==> src/hw/scd_pkg.sv <==
// package: constants and types of the serial channel command decoder
package scd_pkg;

  // ----------------------------------------------------------------
  // sizes
  // ----------------------------------------------------------------
  localparam int NUM_CH = 4; // serial controller channels
  localparam int CH_W = 2; // channel select width
  localparam int OP_W = 4; // opcode width
  localparam int TGT_W = 3; // target select width
  localparam int PARAM_W = 16; // one parameter memory entry

  // ----------------------------------------------------------------
  // parameter memory values seen after processor reset
  // ----------------------------------------------------------------
  localparam logic [PARAM_W-1:0] RX_PARAM_RST = 16'h0000;
  localparam logic [PARAM_W-1:0] TX_PARAM_RST = 16'h0000;

  // ----------------------------------------------------------------
  // opcodes
  // ----------------------------------------------------------------
  localparam logic [OP_W-1:0] OP_INIT_BOTH = 4'h0;
  localparam logic [OP_W-1:0] OP_INIT_RX = 4'h1;
  localparam logic [OP_W-1:0] OP_INIT_TX = 4'h2;
  localparam logic [OP_W-1:0] OP_FRAME_SEARCH = 4'h3;
  localparam logic [OP_W-1:0] OP_STOP_TX = 4'h4;
  localparam logic [OP_W-1:0] OP_GRACE_OR_XFER = 4'h5; // graceful halt / engine init
  localparam logic [OP_W-1:0] OP_RESTART_TX = 4'h6;
  localparam logic [OP_W-1:0] OP_CLOSE_RX = 4'h7;
  localparam logic [OP_W-1:0] OP_GROUP_OR_TIMER = 4'h8;
  localparam logic [OP_W-1:0] OP_LINE_TIMEOUT = 4'h9;
  localparam logic [OP_W-1:0] OP_CLR_SUM_OR_ABORT = 4'hA;

  // ----------------------------------------------------------------
  // targets
  // ----------------------------------------------------------------
  localparam logic [TGT_W-1:0] TGT_SERIAL = 3'h0;
  localparam logic [TGT_W-1:0] TGT_MGMT_UART = 3'h1;
  localparam logic [TGT_W-1:0] TGT_MGMT_LINE = 3'h2;
  localparam logic [TGT_W-1:0] TGT_PERIPH = 3'h3;
  localparam logic [TGT_W-1:0] TGT_XFER = 3'h4;
  localparam logic [TGT_W-1:0] TGT_TIMER = 3'h5;

  // ----------------------------------------------------------------
  // decoder state
  // ----------------------------------------------------------------
  typedef enum logic [1:0] {
    ST_IDLE = 2'b00,
    ST_EXEC = 2'b01,
    ST_DRAIN = 2'b10
  } scd_state_t;

endpackage

==> src/hw/scd_mem_if.sv <==
// interface: decoder to parameter memory link
interface scd_mem_if;
  import scd_pkg::*;
  logic we; // software write strobe
  logic sel_tx; // 1 selects transmit entry
  logic [CH_W-1:0] ch; // software access channel
  logic [PARAM_W-1:0] wdata; // software write data
  logic [PARAM_W-1:0] rdata; // registered read data
  logic init_rx; // restore receive entry
  logic init_tx; // restore transmit entry
  logic [CH_W-1:0] init_ch; // channel being restored
  modport ctrl (output we, sel_tx, ch, wdata, init_rx, init_tx, init_ch,
                input rdata);
  modport mem (input we, sel_tx, ch, wdata, init_rx, init_tx, init_ch,
               output rdata);
endinterface

==> src/hw/scd_decoder.sv <==
// module: command decoder and channel command executor
//
// Overview of operation
// - serial channel opcodes 0000..1010 decoded as listed, except 1001, which is undefined
// - 0101 graceful halt, or transfer engine init
// - stop aborts after transmit FIFO drains, stays
// - restart, tx init or both-init resumes a stopped transmitter
// - both-init restores rx and tx reset values
// - rx init touches receive parameters only
// - tx init touches transmit parameters only
// - frame search drops frame, hunts new one
// - enable low resets transmitter; descriptor ready restarts it unless stopped
module scd_decoder
  import scd_pkg::*;
(
  input wire logic CORE_CLK,
  input wire logic RST_N,
  input wire logic CMD_VALID,
  input wire logic [OP_W-1:0] CMD_OPCODE,
  input wire logic [TGT_W-1:0] CMD_TARGET,
  input wire logic [CH_W-1:0] CMD_CHANNEL,
  output logic CMD_READY,
  output logic CMD_DONE,
  output logic CMD_UNDEF,
  output logic DISP_VALID,
  output logic [TGT_W-1:0] DISP_TARGET,
  output logic [OP_W-1:0] DISP_OPCODE,
  output logic [CH_W-1:0] DISP_CHANNEL,
  input wire logic [NUM_CH-1:0] TX_FIFO_EMPTY,
  input wire logic [NUM_CH-1:0] TX_FRAME_IDLE,
  input wire logic [NUM_CH-1:0] TX_ENABLE,
  input wire logic [NUM_CH-1:0] TX_DESC_READY,
  output logic [NUM_CH-1:0] TX_STOPPED,
  output logic [NUM_CH-1:0] TX_RUN,
  output logic [NUM_CH-1:0] TX_RESET,
  output logic [NUM_CH-1:0] RX_HUNT,
  output logic [NUM_CH-1:0] RX_CLOSE,
  output logic [NUM_CH-1:0] GROUP_SET,
  output logic [NUM_CH-1:0] CHECKSUM_CLR,
  input wire logic PARAM_WE,
  input wire logic PARAM_SEL_TX,
  input wire logic [CH_W-1:0] PARAM_CHANNEL,
  input wire logic [PARAM_W-1:0] PARAM_WDATA,
  output logic [PARAM_W-1:0] PARAM_RDATA
);

  // ----------------------------------------------------------------
  // state
  // ----------------------------------------------------------------
  typedef struct packed {
    scd_state_t state; // decoder phase
    logic [OP_W-1:0] op; // captured opcode
    logic [TGT_W-1:0] tgt; // captured target
    logic [CH_W-1:0] ch; // captured channel
    logic [NUM_CH-1:0] stopped; // transmitter halted by command
    logic done; // command finished pulse
    logic undef; // undefined command pulse
    logic disp; // dispatch pulse to other engines
    logic [NUM_CH-1:0] run; // transmitter may fetch
    logic [NUM_CH-1:0] txrst; // transmitter held in reset
    logic [NUM_CH-1:0] hunt; // frame search pulse
    logic [NUM_CH-1:0] close; // close receive descriptor pulse
    logic [NUM_CH-1:0] group; // group address pulse
    logic [NUM_CH-1:0] sumclr; // checksum clear pulse
  } scd_st_t;

  scd_st_t s_q;
  scd_st_t s_d;
  logic op_ok; // opcode defined for captured target

  scd_mem_if mif ();

  // ----------------------------------------------------------------
  // opcode table per target
  // ----------------------------------------------------------------
  // codes 1100..1111 fall out as undefined for every target
  function automatic logic op_defined(input logic [TGT_W-1:0] t,
                                      input logic [OP_W-1:0] o);
    logic r;
    r = 1'b0;
    case (t)
      TGT_SERIAL: r = (o <= OP_CLR_SUM_OR_ABORT) &&
                      (o != OP_LINE_TIMEOUT);
      TGT_MGMT_UART: r = (o <= OP_CLOSE_RX) && (o != OP_GRACE_OR_XFER);
      TGT_MGMT_LINE: r = (o == OP_INIT_BOTH) || (o == OP_LINE_TIMEOUT) ||
                         (o == OP_CLR_SUM_OR_ABORT);
      TGT_PERIPH: r = (o <= OP_INIT_TX) || (o == OP_CLOSE_RX);
      TGT_XFER: r = (o == OP_GRACE_OR_XFER);
      TGT_TIMER: r = (o == OP_GROUP_OR_TIMER);
      default: r = 1'b0;
    endcase
    return r;
  endfunction

  assign op_ok = op_defined(s_q.tgt, s_q.op);

  // ----------------------------------------------------------------
  // parameter memory
  // ----------------------------------------------------------------
  // restores happen only in the execute cycle of a serial channel init
  assign mif.we = PARAM_WE;
  assign mif.sel_tx = PARAM_SEL_TX;
  assign mif.ch = PARAM_CHANNEL;
  assign mif.wdata = PARAM_WDATA;
  assign mif.init_ch = s_q.ch;
  assign mif.init_rx = (s_q.state == ST_EXEC) && (s_q.tgt == TGT_SERIAL) &&
                       ((s_q.op == OP_INIT_BOTH) ||
                        (s_q.op == OP_INIT_RX));
  assign mif.init_tx = (s_q.state == ST_EXEC) && (s_q.tgt == TGT_SERIAL) &&
                       ((s_q.op == OP_INIT_BOTH) ||
                        (s_q.op == OP_INIT_TX));
  assign PARAM_RDATA = mif.rdata;

  scd_param_mem u_mem (
    .clk (CORE_CLK),
    .rst_n (RST_N),
    .mif (mif)
  );

  // ----------------------------------------------------------------
  // outputs
  // ----------------------------------------------------------------
  assign CMD_READY = (s_q.state == ST_IDLE);
  assign CMD_DONE = s_q.done;
  assign CMD_UNDEF = s_q.undef;
  assign DISP_VALID = s_q.disp;
  assign DISP_TARGET = s_q.tgt;
  assign DISP_OPCODE = s_q.op;
  assign DISP_CHANNEL = s_q.ch;
  assign TX_STOPPED = s_q.stopped;
  assign TX_RUN = s_q.run;
  assign TX_RESET = s_q.txrst;
  assign RX_HUNT = s_q.hunt;
  assign RX_CLOSE = s_q.close;
  assign GROUP_SET = s_q.group;
  assign CHECKSUM_CLR = s_q.sumclr;

  // ----------------------------------------------------------------
  // next state
  // ----------------------------------------------------------------
  always_comb begin
    s_d = s_q;
    s_d.done = 1'b0;
    s_d.undef = 1'b0;
    s_d.disp = 1'b0;
    s_d.hunt = '0;
    s_d.close = '0;
    s_d.group = '0;
    s_d.sumclr = '0;
    case (s_q.state)
      // take a command only while idle; others wait on ready
      ST_IDLE: begin
        if (CMD_VALID) begin
          s_d.op = CMD_OPCODE;
          s_d.tgt = CMD_TARGET;
          s_d.ch = CMD_CHANNEL;
          s_d.state = ST_EXEC;
        end
      end
      // one cycle of decode and action
      ST_EXEC: begin
        s_d.state = ST_IDLE;
        s_d.done = 1'b1;
        if (!op_ok) begin
          s_d.undef = 1'b1;
        end else if (s_q.tgt != TGT_SERIAL) begin
          s_d.disp = 1'b1; // other engines do their own work
        end else begin
          case (s_q.op)
            OP_INIT_BOTH, OP_INIT_TX: begin
              // a fresh transmit state is not a halted one
              s_d.stopped[s_q.ch] = 1'b0;
            end
            // receive init leaves the transmit state alone; the entry
            // itself is restored by the memory strobe above
            OP_INIT_RX: s_d.stopped = s_q.stopped;
            OP_FRAME_SEARCH: s_d.hunt[s_q.ch] = 1'b1;
            OP_STOP_TX, OP_GRACE_OR_XFER: begin
              s_d.state = ST_DRAIN;
              s_d.done = 1'b0;
            end
            OP_RESTART_TX: s_d.stopped[s_q.ch] = 1'b0;
            OP_CLOSE_RX: s_d.close[s_q.ch] = 1'b1;
            OP_GROUP_OR_TIMER: s_d.group[s_q.ch] = 1'b1;
            OP_CLR_SUM_OR_ABORT: s_d.sumclr[s_q.ch] = 1'b1;
            default: s_d.undef = 1'b1;
          endcase
        end
      end
      // stop waits for an empty FIFO, graceful halt for frame end;
      // a disabled transmitter has nothing left to send
      ST_DRAIN: begin
        if (!TX_ENABLE[s_q.ch] ||
            ((s_q.op == OP_STOP_TX) ? TX_FIFO_EMPTY[s_q.ch]
                                    : TX_FRAME_IDLE[s_q.ch])) begin
          s_d.stopped[s_q.ch] = 1'b1;
          s_d.state = ST_IDLE;
          s_d.done = 1'b1;
        end
      end
      default: s_d.state = ST_IDLE;
    endcase
    // transmitter gating per channel: reset while disabled, fetch
    // from the saved pointer once enabled, not halted, and ready
    for (int i = 0; i < NUM_CH; i++) begin
      s_d.txrst[i] = ~TX_ENABLE[i];
      s_d.run[i] = TX_ENABLE[i] & ~s_d.stopped[i] &
                   TX_DESC_READY[i];
    end
  end

  // registers with synchronous reset
  always_ff @(posedge CORE_CLK) begin
    if (!RST_N) begin
      s_q <= '0;
      s_q.state <= ST_IDLE;
      s_q.txrst <= '1;
    end else begin
      s_q <= s_d;
    end
  end

endmodule

==> src/hw/scd_param_mem.sv <==
// module: per-channel transmit and receive parameter memory
module scd_param_mem
  import scd_pkg::*;
(
  input wire logic clk,
  input wire logic rst_n,
  scd_mem_if.mem mif
);

  // ----------------------------------------------------------------
  // state
  // ----------------------------------------------------------------
  typedef struct packed {
    logic [NUM_CH-1:0][PARAM_W-1:0] rx; // receive entries
    logic [NUM_CH-1:0][PARAM_W-1:0] tx; // transmit entries
    logic [PARAM_W-1:0] rdata; // read data register
  } scd_mem_st_t;

  scd_mem_st_t s_q;
  scd_mem_st_t s_d;

  assign mif.rdata = s_q.rdata;

  // next state: restore beats a software write in the same cycle,
  // since the command must leave the entry at its reset value
  always_comb begin
    s_d = s_q;
    if (mif.we) begin
      if (mif.sel_tx) begin
        s_d.tx[mif.ch] = mif.wdata;
      end else begin
        s_d.rx[mif.ch] = mif.wdata;
      end
    end
    if (mif.init_rx) begin
      s_d.rx[mif.init_ch] = RX_PARAM_RST;
    end
    if (mif.init_tx) begin
      s_d.tx[mif.init_ch] = TX_PARAM_RST;
    end
    // read port shows the stored value of the addressed entry
    s_d.rdata = mif.sel_tx ? s_q.tx[mif.ch] : s_q.rx[mif.ch];
  end

  // registers with synchronous reset
  always_ff @(posedge clk) begin
    if (!rst_n) begin
      s_q.rx <= {NUM_CH{RX_PARAM_RST}};
      s_q.tx <= {NUM_CH{TX_PARAM_RST}};
      s_q.rdata <= '0;
    end else begin
      s_q <= s_d;
    end
  end

endmodule

==> config.mk <==
export PLATFORM = sky130hd
export DESIGN_NAME = scd_decoder
export DESIGN_NICKNAME = d
export VERILOG_FILES = /design/src/hw/scd_pkg.sv /design/src/hw/scd_mem_if.sv /design/src/hw/scd_decoder.sv /design/src/hw/scd_param_mem.sv
export SDC_FILE = /design/constraint.sdc
export NUM_CORES = 1
export LEC_CHECK = 0
export BUFFER_PORTS_ARGS = -buffer_cell sky130_fd_sc_hd__buf_2
export CAP_MARGIN = 20
export CORE_UTILIZATION = 54
export CTS_BUF_LIST = sky130_fd_sc_hd__clkbuf_2
export DETAILED_ROUTE_END_ITERATION = 8
export GPL_TIMING_DRIVEN = 0
export PLACE_DENSITY = 0.75
export SYNTH_ARGS = -nofsm -noshare
export SYNTH_HDL_FRONTEND = slang
export SYNTH_HIERARCHICAL = 1
export SYNTH_SLANG_ARGS = --single-unit
==> constraint.sdc <==
create_clock -name CORE_CLK -period 2.3 [get_ports CORE_CLK]
set_input_delay 0.46 -clock CORE_CLK [delete_from_list [all_inputs] [get_ports CORE_CLK]]
set_output_delay 0.46 -clock CORE_CLK [all_outputs]
set_load 0.03 [all_outputs]
# Word level (Yosys, flattened, before mapping)
# Index checks and enable logic that the tools add are counted.
[totals] register_bits=186 inputBits=48 output_inout_bits=57
[classes] magnitude_cmp=7 eq_ne=21 mux=41 bitwise_logic=29 n_reduce_logical=29
[ops] operator="$mux 64" count=4
[ops] operator="$and 64x64->64" count=2
[ops] operator="$bwmux 64" count=2
[ops] operator="$mux 128" count=1
[ops] operator="$mux 16" count=5
[ops] operator="$bmux 16 s2" count=2
[ops] operator="$demux 16 s2" count=2
[ops] operator="$not 64->64" count=1
[ops] operator="$reduce_or 5->1" count=4
[ops] operator="$eq 4x3->1 const B" count=4
[ops] operator="$not 1->1" count=15
[ops] operator="$eq 4x4->1 const B" count=3
[ops] operator="$mux 11" count=1
[ops] operator="$mux 5" count=2
[ops] operator="$pmux 5 s2" count=1
[ops] operator="$reduce_or 10->1" count=1
[ops] operator="$mux 1" count=9
[ops] operator="$and 1x1->1" count=8
[ops] operator="$eq 4x2->1 const B" count=2
[ops] operator="$mux 2" count=4
[ops] operator="$logic_and 1x1->1" count=7
[ops] operator="$bmux 1 s2" count=3
[ops] operator="$eq 3x2->1 const B" count=2
[ops] operator="$eq 3x3->1 const B" count=2
[ops] operator="other kinds (30)" count=40

# Logic depth before layout (Yosys ltp)
# Gate-level depths: netlist (run 1).
[depth] depth_word=13 ltp_mapped=8

# By module
# The synthesis (run 1) kept the hierarchy.
[by_module_without_submodules] module="scd_param_mem" n_inst=1 cells_per_inst=745 area_each_um2=6307.3 seq_area_each_um2=2882.8
[by_module_without_submodules] module="scd_decoder" n_inst=1 cells_per_inst=224 area_each_um2=2004.4 seq_area_each_um2=840.8

# Worst setup path before layout (run 1)
# No wires, ideal clock.
[synth_path] kind="register to register" startpoint="register s_q (netlist bit DISP_TARGET[0])" endpoint="register u_mem/s_q[85] in the netlist's numbering" setup_time_ns=0.120 t_arrival_ns=2.039 required_time_ns=2.180 setup_slack_ns=0.141 stages_incl_launch_ff=9 n_path_buf=2 synth_period_minus_slack_ns=2.159 cell_sequence="dfxtp_1 > buf_2 > nor4_2 > nand2_1 > nor3_1 > inv_1 > o31ai_1 > buf_2 > a21oi_1"
[synth_between] elab_chain_len=4
[synth_lines] item="start, declared" line="scd_decoder.sv:67" rtl="scd_st_t s_q;"
[synth_lines] item="$logic_not 3->1" line="scd_decoder.sv:106" rtl="assign mif.init_rx = (s_q.state == ST_EXEC) && (s_q.tgt == TGT_SERIAL) &&"
[synth_lines] item="$logic_and 1x1->1 (2 in series)" line="scd_decoder.sv:106"
[synth_lines] item="via mif.init_rx" line="scd_mem_if.sv:9" rtl="logic init_rx;"
[synth_lines] item="$mux 64" line="scd_param_mem.sv:35" rtl="if (mif.init_rx) begin"
[synth_lines] item="end, declared" line="scd_param_mem.sv:19" rtl="scd_mem_st_t s_q;"
# The timed path passes the listed nets, and every way through them passes these cells.
# A chain may end at the register's enable or synchronous reset.

# Worst setup path after layout (run 1)
[layout_path] startpoint="register s_q (netlist bit DISP_TARGET[0])" endpoint="register u_mem/s_q[77] in the netlist's numbering"
[layout_between] elab_chain_len=4
[layout_lines] item="$logic_not 3->1" line="scd_decoder.sv:109" rtl="assign mif.init_tx = (s_q.state == ST_EXEC) && (s_q.tgt == TGT_SERIAL) &&"
[layout_lines] item="$logic_and 1x1->1 (2 in series)" line="scd_decoder.sv:109"
[layout_lines] item="via mif.init_tx" line="scd_mem_if.sv:10" rtl="logic init_tx;"
[layout_lines] item="$mux 64" line="scd_param_mem.sv:38" rtl="if (mif.init_tx) begin"
# The timed path passes the listed nets, and every way through them passes these cells.

==> results of run 1 <==
[placed cells by master (no fill, tap or decap), types with 16 or more instances in the layout]
| cell type | instances |
|---|---|
| sky130_fd_sc_hd__nand2_1 | 292 |
| sky130_fd_sc_hd__dfxtp_1 | 185 |
| sky130_fd_sc_hd__a21oi_1 | 130 |
| sky130_fd_sc_hd__buf_2 | 110 |
| sky130_fd_sc_hd__buf_4 | 80 |
| sky130_fd_sc_hd__nor2_1 | 37 |
| sky130_fd_sc_hd__dlygate4sd3_1 | 33 |
| sky130_fd_sc_hd__mux2_2 | 32 |
| sky130_fd_sc_hd__clkbuf_2 | 28 |
| sky130_fd_sc_hd__o21ai_0 | 20 |
| sky130_fd_sc_hd__mux4_2 | 18 |
| sky130_fd_sc_hd__nand3_1 | 16 |
| sky130_fd_sc_hd__o22ai_1 | 16 |
[synthesized netlist by cell type (4+ instances only)]
master,number
sky130_fd_sc_hd__o21ai_0,20
sky130_fd_sc_hd__clkbuf_1,21
sky130_fd_sc_hd__nor2b_1,7
sky130_fd_sc_hd__inv_1,7
sky130_fd_sc_hd__clkbuf_2,7
sky130_fd_sc_hd__nor3_1,4
sky130_fd_sc_hd__buf_6,5
sky130_fd_sc_hd__a21oi_1,130
sky130_fd_sc_hd__and4_1,5
sky130_fd_sc_hd__mux2_2,32
sky130_fd_sc_hd__nand2_1,292
sky130_fd_sc_hd__nand3_1,16
sky130_fd_sc_hd__buf_4,78
sky130_fd_sc_hd__buf_2,22
sky130_fd_sc_hd__a21boi_0,9
sky130_fd_sc_hd__nor2_1,37
sky130_fd_sc_hd__mux4_2,18
sky130_fd_sc_hd__o22ai_1,16
sky130_fd_sc_hd__dfxtp_1,186
[how the worst max path moves through the flow]
stage                               from            end  slack, ns  cells past startpoint
after detailed placement  DISP_TARGET[0]  u_mem/s_q[90]      -0.52                      8
after global placement    DISP_TARGET[0]  u_mem/s_q[92]      -0.48                      8
after floorplan           DISP_TARGET[0]  u_mem/s_q[85]       0.14                      8
final                     DISP_TARGET[0]  u_mem/s_q[77]       0.08                      8
after CTS                 DISP_TARGET[0]  u_mem/s_q[22]       0.02                      8
after global routing      DISP_TARGET[0]  u_mem/s_q[77]      0.005                      8
[where the power goes]
group          leakage [nW]  switching, mW  total [mW]  internal (mW)
clock network         0.126           1.08        1.56          0.475
registers              1.51         0.0458        3.36           3.31
logic                  2.17          0.473       0.806          0.333
total                  3.80           1.60        5.72           4.12
[sequential cells by signal (all words and copies together) (netlist names)]
register / count
DISP_VALID: 1
u_mem/s_q: 128
u_mem/mif.rdata: 16
TX_RESET: 4
DISP_CHANNEL: 2
RX_CLOSE: 4
TX_STOPPED: 4
CMD_UNDEF: 1
DISP_TARGET: 3
DISP_OPCODE: 4
CMD_DONE: 1
CHECKSUM_CLR: 4
TX_RUN: 4
s_q: 2
GROUP_SET: 4
RX_HUNT: 4
[timing repair]
item / 4_1_cts / 5_1_grt
pin swaps: 1 / 1
hold buffers: 33 / 0
setup buffers: 1 / 1
resized for setup: 12 / 6
cloned: 0 / 0
endpoints found under the hold margin: 138 / 0
endpoints found under the setup margin: 77 / 94
[kinds of logic (layout without fill, tap and decap cells)]
group	Yosys count	after routing	synth area share (%)
fa+ha+maj	4	4	0.5721
mux	53	53	9.770
buf+inv	142	292	11.15
simple gates	393	393	21.12
flops	186	186	44.80
compound gates	191	191	12.58
[cell type report]
class | instances | area (sq um) | area share (%)
inverters | 7 | 26.28 | 0.2738
multi-input cells | 641 | 3725 | 38.81
clock inverters | 14 | 130.1 | 1.356
well taps | 184 | 230.2 | 2.399
clock buffers | 17 | 85.08 | 0.8865
flip-flops and latches | 186 | 3725 | 38.81
plain buffers | 132 | 895.9 | 9.334
repair buffers | 122 | 780.7 | 8.135
[worst register-to-register path: cells and delay by family, from the launching register on]
kind,cells,cell delay [ns]
flops,1,0.37
compound gates,1,0.08
simple gates,5,1.21
buf+inv,2,0.49
[metal layers]
layer / vias up / share of wire [%] / track usage, %
li1: 3470 / - / -
met5: - / 0 / 0
met1: 3352 / 45 / 32.79
met2: 230 / 49 / 45.04
met3: 22 / 5.4 / 5.310
met4: 0 / 1.3 / 7.867
==> results by stage, run 1 <==
Status:
- The run finished with clean final reports.

CTS:
- The insertion delay to the later sink of the worst-skew pair is 0.74 ns.
- Clock-pin slew was measured on the worst setup and hold paths at 0.24 ns.
- The number of buffers created by CTS is 17.
- The TritonCTS sink count is 186.
- CTS built an H-tree with a depth of 4.
- TritonCTS built the clock tree.
- The root cell of the clock tree is sky130_fd_sc_hd__clkbuf_2.
- In this run the deepest clock path goes through 2 buffers.

Global route:
- Entering global routing, the biggest net connects 17 pins.
- The overall fraction of global-route tracks in use is between 20% and 30%.
- The initial antenna violation count was 0.
- The first-pass GRT wire length is between 30,000 and 40,000 microns.
- The via count of the first global-routing pass was 6,733.
- The overall overflow remaining after global route is 0.

Layout:
- The layout net count is 1,158.
- The final core area utilization is 65.05%.
- The antenna cell count is 0.
- Compared with the post-synthesis result, the final layout area differs by 15.47%.
- The post-route netlist has 27.52% of its cells at a drive strength greater than 1.
- The final instance area is 9598 sq um.
- The number of filler cells placed in the layout is 1,248.
- The final cell count without fillers is 1,303.

Critical path:
- The setup check on the worst reg-to-reg path leaves a slack of 0.08 ns.
- The endpoint identified for the worst register-to-register timing path is u_mem/s_q[77].
- Traced cell by cell, the critical path runs through buf_2 > nor4_4 > nand2_1 > nor3_2 > nand3_1 > nand2_1 > buf_2 > a21oi_1.
- The peak fanout along the critical path is 10.
- For the worst setup path, the data arrival time is around 2.9 ns.
- On the worst path, the slowest cell contributes a delay of ~0.37 ns.
- The critical path start-end classification is register to register.
- The worst setup path is launched from a register.
- The data required time of the critical path is 2.96 ns.
- The type of element capturing the critical path is a register.
- Counting cells, the worst reg-to-reg path comes to 8.
- The worst-path cell with the longest stage delay is sky130_fd_sc_hd__dfxtp_1.
- The number of buffer and inverter stages on the critical path is 2.
- The source of the worst register-to-register timing path is DISP_TARGET[0].
- The family with the most delay on the worst path is simple AND/OR/NAND/NOR gates.

Hold path:
- The startpoint of the worst hold path is CMD_VALID.
- The worst hold path terminates at s_q[41].
- The number of stages on the worst hold path is 4.
- The type of the tightest min-delay check is primary input to register.

Pwr:
- The power density of the placed cells is 596.3 nW/um^2.
- The worst-case IR drop observed on VDD is 725.4 uV.
- The overall power consumption is 5.723 mW.
- The leakage dissipation is 3.803 nW.

Logic synthesis:
- The number of warnings printed during yosys synthesis is 6.
- The flip-flop and latch count after synthesis is roughly 190.
- Counting every net in the synthesized netlist gives 1,020.
- In the synthesized netlist the dominant register cell turns out to be sky130_fd_sc_hd__dfxtp_1.
- The cell area after technology mapping is 8312 sq um.
- Synthesis handed over a netlist of 969 instances.
- The fraction of synthesized cell area taken by the top area cell type is 44.80%.
- The sequential element share of the synthesized area is roughly 45%.
- The number of flops mapped to enable cells by yosys is 0.
- The average instance in the mapped netlist occupies 8.578 sq um.
- The largest area contributor in the synthesized netlist is sky130_fd_sc_hd__dfxtp_1.
- By area the synthesized netlist is led by sky130_fd_sc_hd__dfxtp_1 (45%), sky130_fd_sc_hd__nand2_1 (13%), sky130_fd_sc_hd__a21oi_1 (7.8%).
- The post-synthesis async set-or-reset flop share is 0%.
- Synthesis instantiated 54 different standard cells from the library.

Floorplanning:
- The die area is 15,890 sq um.
- The area inside the core boundary is 14,750 sq um.
- The height of the chip is 126.1 microns.
- The floorplan die width is ~130 microns.
- The initial cell density of the core is roughly 56%.
- The site row count is 44.
- In this run the count of I/O pins placed on the die edge is 105.

Detailed routing:
- Dividing the detail-routed via count by the number of cells gives 5.429.
- The mean routed wirelength per cell is 15.49 microns.
- Once detail routing completed, the nets flagged for antenna violations numbered 0.
- The first detailed-routing pass ran for 6 iterations.
- The total vias in the final route is 7,074.
- The final wirelength is 20,180 microns.
- In the routed design, unresolved DRC markers number 0.
- The number of DRC markers in iteration 0 is 493.

Placed design:
- The number of I/O port buffers is 87.
- At the end of routability-driven placement, the weighted congestion stood at roughly 0.80.
- Once placement finished, the instance area stood at 8977 sq um.
- Once placement completed, the tool counted placed cells totaling 1,240.
- Prior to clock tree synthesis, the placed netlist has a worst setup slack of -0.5218 ns.
- The post-DP HPWL is 14,060 microns.

STA:
- The max-slew headroom at the worst pin is 54.07%.
- The number of hold violations in the final report is 0.
- The worst path uses between 90% and 100% of the clock period.
- On the final layout, the worst clock skew is 0.03215 ns.
- For the final routed database, the setup TNS stands at 0 ns.
- The tightest hold margin is 0.1103 ns.
- After layout, the minimum clock period comes to roughly 2.2 ns.
- Setup repair after global routing left no endpoint under its margin.
- The actual transition at the worst max-transition pin is between 0.6 and 0.7 ns.
- Setup violations remaining at the end of the flow were counted as 0.
- The max-slew violation count was 0.
- The post-layout worst setup margin is slightly below 0.08 ns.
- For this run, the top clock speed supported by timing is 0.4504 GHz.

Run:
- Across the run, the number of max-cap violations was 0.
(Power assumes the default switching activity.)
==> run 2: changes to the inputs <==
SYNTH_HIERARCHICAL = unset   (was 1)
==> run 2 against run 1 <==
Compared with the run above:
- the flow now finishes with violations (DRC)
- final cell count down 2.3%
- critical path depth is 3 lower
- clock-buffer cell count up 1
- total power grew 2.9%
- critical path type unchanged
- largest power group unchanged
- highest routed layer unchanged
==> results by stage, run 2 <==
Placed design:
- Once detailed placement completed, the half-perimeter wirelength came to around 14,000 microns.
- At the placement stage, the worst setup path has a slack of -0.4185 ns.
- The number of instances in the placed design is 1,197.
- The final estimated routing congestion in global placement is 0.8359.
- In this run the tool buffered the top-level ports with 86 buffer cells.

Global route:
- The met1 usage is 32.03%.
- The initial antenna violation count came to 1.
- In the global route stage, met2 resource usage came out at 46.79%.
- The via count of the first global-routing pass is between 6,000 and 7,000.
- The global routing usage on met3 is 5.049%.
- Entering global routing, the biggest net connects 17 pins.
- The overall fraction of global-route tracks in use is 26.29%.
- The first global-routing pass estimated 32,380 microns of wire.
- The layer with the highest usage after global routing is met2.
- The overall overflow remaining after global route is 0.

CTS:
- The largest buffer count on any clock path is 2.
- The number of buffers created by CTS is 17.
- The insertion delay to the later sink of the worst-skew pair is 0.80 ns.
- The tree is rooted in a sky130_fd_sc_hd__clkbuf_2.
- The TritonCTS sink count is 186.
- Clock-pin slew was measured on the worst setup and hold paths at 0.24 ns.
- The clock tree synthesis step divided the H-tree into 4 levels.
- TritonCTS built the clock tree.

Logic synthesis:
- The fraction of synthesized cell area taken by the top area cell type is 45.63%.
- The number of warnings printed during yosys synthesis is 0.
- After synthesis, flip-flops and latches occupy 45.63% of the total area.
- The mapped netlist covers 8160 sq um.
- Counting instances in the post-synthesis netlist gives the leading cell types as sky130_fd_sc_hd__nand2_1 (280), sky130_fd_sc_hd__dfxtp_1 (186), sky130_fd_sc_hd__a21oi_1 (133).
- The average cell area after synthesis is around 9 sq um.
- The cell with the most instances after synthesis is sky130_fd_sc_hd__nand2_1.
- In the synthesized netlist the async set-or-reset flop fraction comes to 0%.
- In the post-synthesis netlist, the biggest area contributors are sky130_fd_sc_hd__dfxtp_1 (46%), sky130_fd_sc_hd__nand2_1 (13%), sky130_fd_sc_hd__mux4_2 (9.7%).
- The largest area contributor in the synthesized netlist is sky130_fd_sc_hd__dfxtp_1.
- The number of flops mapped to enable cells by yosys is 0.
- The most used flip-flop cell after synthesis is sky130_fd_sc_hd__dfxtp_1.
- The number of nets in the synthesized netlist is 978.
- The flip-flop and latch count after synthesis is 186.
- Counting every instance in the synthesized netlist gives about 930.
- The number of distinct library cell variants in the gate-level netlist after synthesis is 45.

Floorplanning:
- Pin placement for this block handled between 100 and 150 I/O pins.
- The die area is 15,610 sq um.
- The area inside the core boundary is 14,640 sq um.
- For this configuration, the core starts out at a cell density of 55.72%.
- The floorplan die width is about 120 microns.
- The height of the chip is between 100 and 150 microns.
- The initialized floorplan defines 44 standard-cell rows.

Detailed routing:
- Once detail routing completed, the nets flagged for antenna violations numbered 0.
- The number of vias per cell is 5.355.
- The first detailed-routing pass took 7 iterations.
- The total vias in the final route is just under 7,000.
- The mean routed wirelength per cell is approximately 16 microns.
- The number of DRC markers in iteration 0 is 594.
- After detailed routing, the number of remaining DRC violations is 33.
- The final wirelength is 20,090 microns.

STA:
- The max-slew violation count came to 0.
- The tightest hold margin is 0.04449 ns.
- The max-slew headroom at the worst pin is between 40% and 50%.
- Setup repair after global routing left no endpoint under its margin.
- The smallest clock period supported by the final layout is computed as 2.247 ns.
- The accumulated negative setup slack is 0 ns.
- The worst setup skew after layout is approximately 0.042 ns.
- After layout, the worst setup slack is 0.05306 ns.
- In the finished design, the share of the clock period the worst path needs comes to 97.69%.
- The timing-limited maximum frequency is 0.4451 GHz.
- Setup violations remaining at the end of the flow were counted as 0.
- The number of hold violations in the final report was 0.
- For the pin with the worst max-slew slack, the measured transition is 0.7925 ns.

Pwr:
- Across the VDD grid, the largest voltage drop is 395.1 uV.
- The leakage dissipation is 3.679 nW.
- For this design the ratio of total power to cell area is around 620 nW/um^2.

Status:
- The final reports fail on DRC.
- The run finished, with violations left.

Layout:
- In the final layout, the registers with the most flip-flops are u_mem.s_q x128, u_mem.mif.rdata x16.
- From synthesis to final layout, the design area changed by 16.30%.
- After filler insertion, the fill cell instance count of the layout stands at roughly 1,300.
- The sequential cells in the finished layout cover a total of 3725 sq um.
- At the end of the flow, the number of nets in the layout was 1,125.
- The register with the most flip-flops in the layout has about 130 of them.
- The post-route netlist has 23.55% of its cells at a drive strength greater than 1.
- The final cell count without fillers is 1,273.
- Leaving out fill and tap cells, the most frequent cell in the layout is sky130_fd_sc_hd__nand2_1.
- In the layout the commonest cells are sky130_fd_sc_hd__nand2_1 (280), sky130_fd_sc_hd__dfxtp_1 (185), sky130_fd_sc_hd__a21oi_1 (133), sky130_fd_sc_hd__buf_2 (89), sky130_fd_sc_hd__buf_4 (69).
- The register name with the most flops is u_mem.s_q.
- The area of the multi-input gates is between 3000 and 4000 sq um.

Critical path:
- Data on the critical path arrives at its endpoint at 2.94 ns.
- The worst setup path is captured at a register.
- For the worst setup path, the data required time is 2.99 ns.
- The peak fanout along the critical path is 10.
- The kind of start point of the critical path is a register.
- The critical path start-end classification is register to register.

Hold path:
- The type of the tightest min-delay check is primary input to register.

Run:
- Max-cap violations in this run came to 0.
[run 2: cell count changes after synthesis, moves of 8 or more]
cell	previous run	this run
sky130_fd_sc_hd__clkbuf_1	21	37
sky130_fd_sc_hd__nand2_1	292	280
sky130_fd_sc_hd__o22ai_1	16	1
sky130_fd_sc_hd__o21ai_4	0	8
sky130_fd_sc_hd__o21ai_0	20	6
sky130_fd_sc_hd__buf_2	22	3
sky130_fd_sc_hd__mux2i_1	2	18
sky130_fd_sc_hd__mux2_2	32	0
sky130_fd_sc_hd__mux4_2	18	35
sky130_fd_sc_hd__buf_4	78	56
sky130_fd_sc_hd__nor2b_1	7	22
[run 2: final timing paths]
path / from / to / slack [ns] / cells after the start
max: DISP_TARGET[0] / u_mem.s_q[127] / 0.05 / 5
min: PARAM_WDATA[1] / u_mem.s_q[129] / 0.04 / 3
min reg2reg: u_mem.s_q[114] / u_mem.s_q[114] / 0.47 / 2
max reg2reg: DISP_TARGET[0] / u_mem.s_q[127] / 0.05 / 5
[run 2: cell families (layout without fill, tap and decap cells)]
family,after synthesis,in the layout,share of synthesized area [%]
other cells,0,2,0
compound gates,176,176,12.96
simple gates,385,385,20.04
flops,186,186,45.63
fa+ha+maj,3,3,0.4600
buf+inv,123,283,8.939
xor+xnor,1,1,0.1073
mux,53,53,11.87
[run 2: timing repair]
| item | CTS | global route |
|---|---|---|
| endpoints found under the setup margin | 74 | 78 |
| endpoints found under the hold margin | 118 | 0 |
| pin swaps | 6 | 1 |
| resized for setup | 0 | 1 |
| hold buffers | 30 | 0 |
| buffers inserted | 11 | 2 |
[run 2: critical path, cell delays in order, from the launching register on]
cell                      delay [ns]
sky130_fd_sc_hd__dfxtp_2        0.42
sky130_fd_sc_hd__or4_4          0.60
sky130_fd_sc_hd__or4b_4         0.63
sky130_fd_sc_hd__o21ai_4        0.30
sky130_fd_sc_hd__buf_6          0.18
sky130_fd_sc_hd__a21oi_1        0.04
[run 2: area by class of cell]
| cell class | count | area share (%) |
|---|---|---|
| Sequential cell | 186 | 39.25 |
| Multi-Input combinational cell | 618 | 39.06 |
| Timing Repair Buffer | 129 | 8.728 |
| Buffer | 119 | 7.528 |
| Tap cell | 184 | 2.426 |
| Clock inverter | 14 | 1.885 |
| Clock buffer | 18 | 0.9492 |
| Inverter | 3 | 0.1187 |
| Antenna cell | 2 | 0.05274 |
[run 2: power breakdown]
group          internal (mW)  switching, mW  total (mW)
clock                  0.705           1.09        1.79
sequential              3.30         0.0461        3.35
combinational          0.305          0.439       0.744
total                   4.31           1.57        5.89
[run 2: metal layers]
| layer | wire, microns | share of wire [%] |
|---|---|---|
| met1 | 8530 | 42 |
| met2 | 9978 | 50 |
| met3 | 1212 | 6.0 |
| met4 | 363 | 1.8 |
| met5 | 0 | 0 |
[run 2: through the flow]
stage,area (sq um),util (%),power [mW]
detailed placement,8821,60.24,4.084
floorplan,8160,-,3.888
global route,9490,64.81,6.115
global placement,8821,60.24,4.076
CTS,9473,64.69,5.889
finish,9490,64.81,5.889
==> run 3: changes to the inputs <==
ABC_CLOCK_PERIOD_IN_PS = 2900   (was unset)
CORE_UTILIZATION = 65   (was 54)
GPL_ROUTABILITY_DRIVEN = 0   (was unset)
PLACE_DENSITY = 0.85   (was 0.75)
clock period = 2.9 ns   (was 2.3 ns; I/O delays follow)
==> run 3 against run 2 <==
Compared with the run above:
- the flow now finishes without violations
- critical path type unchanged
- highest routed layer unchanged
- design area decreased by 4.2%
- critical path depth unchanged
- worst hold slack improved by 0.012 ns
- clock-buffer cell count unchanged
- first-iteration DRC count decreased by 6.1%
==> results by stage, run 3 (synthesized netlist as in run 2, its figures left out) <==
CTS:
- The clock drives 186 sinks.
- The root cell of the clock tree is sky130_fd_sc_hd__clkbuf_2.
- TritonCTS built the clock tree.
- The CTS clock-pin slew for the worst setup and hold paths is 0.23 ns.
- Clock latency on the worst-skew pair, taken at its later pin, is 0.75 ns.
- The H-tree generated during clock tree synthesis spans 4 levels.
- Counting the buffers created by CTS gives 17.
- Gates resized during post-CTS repair numbered 0.
- The largest buffer count on any clock path is 2.

Placed design:
- The HPWL after detailed placement is 14,110 microns.
- Once placement finished, the instance area stood at approximately 8800 sq um.
- The number of I/O port buffers is 86.

Pwr:
- The power density of the placed cells is approximately 500 nW/um^2.
- The peak supply drop is 315.3 uV.
- Combinational logic is responsible for 11.9% of the overall power.
- Internal power comes to 3.369 mW.
- Of the total power, registers draw between 50% and 60%.
- The switching component of the power is 1.181 mW.
- For this design the static power due to leakage is 3.500 nW.
- The switching power share of the total is around 26%.
- The design draws approximately 4.5 mW.
- The clock network accounts for 29.8% of the total power.

Hold path:
- The type of the tightest min-delay check is primary input to register.
- In this run the most critical hold path is launched from TX_DESC_READY[0].

Floorplanning:
- The initial cell density of the core is 67.38%.
- The die covers 13,010 sq um.
- The count of pins on the block boundary is 105.
- The floorplan die width is between 100 and 150 microns.
- The site row count is 40.
- The total area inside the core boundary comes to 12,110 sq um.
- The floorplan step set the die height to 114.0 microns.

Detailed routing:
- The final route contains 6,748 vias.
- After detailed routing, the average wire length per cell comes to 15.47 microns.
- For this block, the routed nets add up to 18,800 microns of wire.
- The remaining routing DRC violations is 0.
- For this run, the detailed router's first-pass iteration total came to 5.
- The number of DRC markers in iteration 0 is 558.
- In this run the remaining antenna-violating nets after routing total 0.
- The number of vias per cell is 5.554.

Global route:
- Entering global routing, the biggest net connects 17 pins.
- The initial antenna violation count was 0.
- The first global-routing pass estimated 30,050 microns of wire.
- In the global route stage, overall resource usage came out at 29.81%.
- The via count of the first global-routing pass came to 6,158.
- The overall overflow remaining after global route is 0.

Layout:
- The library cell used most frequently in the layout, excluding fill and tap cells, is sky130_fd_sc_hd__nand2_1.
- The antenna cell count is 0.
- In the final design database the tool counted 1,087 nets.
- The top cell types in the final layout, fill and taps aside, are sky130_fd_sc_hd__nand2_1 (280), sky130_fd_sc_hd__dfxtp_1 (186), sky130_fd_sc_hd__a21oi_1 (133), sky130_fd_sc_hd__buf_2 (89), sky130_fd_sc_hd__buf_4 (56).
- The largest registers in the layout are u_mem.s_q x128, u_mem.mif.rdata x16.
- The area overhead of the layout relative to synthesis is 11.36%.
- The register with the most flip-flops in the layout has around 130 of them.
- The final core area utilization is 75.03%.
- Cells with a size suffix above 1 make up 22.73% of the layout.
- Counting flops per register, the top entry is u_mem.s_q.
- The final instance area is 9087 sq um.

STA:
- The number of hold violations in the final report is 0.
- The accumulated negative setup slack is 0 ns.
- Derived from the worst setup path, the maximum achievable clock frequency is 0.4330 GHz.
- For the final database, setup skew stands at ~0.029 ns.
- The max-slew violation count is 0.
- The minimum clock period after layout is 2.309 ns.
- At the pin with the least slew margin, the transition time is about 0.76 ns.
- The tightest hold margin is 0.05616 ns.
- The setup violation total in the final timing report is 0.
- The fraction of the cycle the final worst path needs is between 70% and 80%.
- The max-slew headroom at the worst pin is 49.24%.
- Setup repair after global routing left no endpoint under its margin.

Critical path:
- In this run the worst path has a maximum fanout of 10.
- The source of the worst register-to-register timing path is DISP_TARGET[0].
- On the worst path, the slowest cell contributes a delay of 0.62 ns.
- The critical path goes through or4_4 > or4b_4 > o21ai_4 > buf_4 > a21oi_1.
- STA classifies the critical path endpoint as a register.
- At the worst endpoint, the arrival time is 2.98 ns.
- For the worst setup path, the data required time is between 3 and 4 ns.
- The kind of start point of the critical path is a register.
- The worst-path cell with the longest stage delay is sky130_fd_sc_hd__or4b_4.
- The critical path in this run is classified as register to register.
- The launching instance or port of the critical path is DISP_TARGET[0].

Run:
- The max-cap violation count is 0.

Status:
- The run finished with clean final reports.
[run 3: cell count changes in the layout (fill, tap and decap cells not counted), moves of 2 or more]
cell	change
sky130_fd_sc_hd__buf_4	-13
sky130_fd_sc_hd__clkinv_4	-2
sky130_fd_sc_hd__clkinv_1	+2
sky130_fd_sc_hd__diode_2	-2
sky130_fd_sc_hd__dlygate4sd3_1	-26
[run 3: worst max-delay path, delay by kind of cell (launching register included)]
kind            cells  cell delay [ns]
compound gates      2             0.35
simple gates        2             1.23
flops               1             0.43
buf+inv             1             0.24
[run 3: layout make-up]
type                            instances  area, sq um
Clock inverter                         12        156.4
Tap cell                              168        210.2
Fill cell                             931         3024
Clock buffer                           18        90.09
Inverter                                3        11.26
Buffer                                120        718.2
Timing Repair Buffer                   90        470.5
Multi-Input combinational cell        618         3707
Sequential cell                       186         3724
[run 3: final timing paths]
path	end	slack, ns	cells after the start
worst max-delay path	u_mem.s_q[43]	0.59	5
worst min-delay path	TX_RUN[0]	0.06	3
worst max register to register	u_mem.s_q[43]	0.59	5
worst min register to register	u_mem.s_q[134]	0.46	2
[run 3: power by group through the flow]
stage	logic, mW	registers (mW)	clock network (mW)
after detailed placement	0.530	2.70	0
after CTS	0.537	2.65	1.37
after floorplan	0.390	2.69	0
final	0.541	2.65	1.35
after global routing	0.583	2.66	1.48
after global placement	0.520	2.70	0
[run 3: routing by layer]
layer,track usage [%],vias to the layer above,wire [microns]
li1,-,3272,-
met1,35.82,3138,7780
met2,53.09,306,9439
met3,5.951,32,1253
met4,10.39,0,329
met5,0,-,0
[run 3: stage by stage]
step | setup slack, ns | cells
final | 0.5906 | 1215
after global routing | 0.5083 | 1215
after CTS | 0.6122 | 1215
after detailed placement | 0.1246 | 1181
after global placement | 0.1826 | 1181
after floorplan | 0.7886 | 927
[run 3: what timing repair did]
| item | 4_1_cts | 5_1_grt |
|---|---|---|
| setup buffers | 0 | 0 |
| hold endpoints to repair | 4 | 0 |
| hold buffers | 4 | 0 |
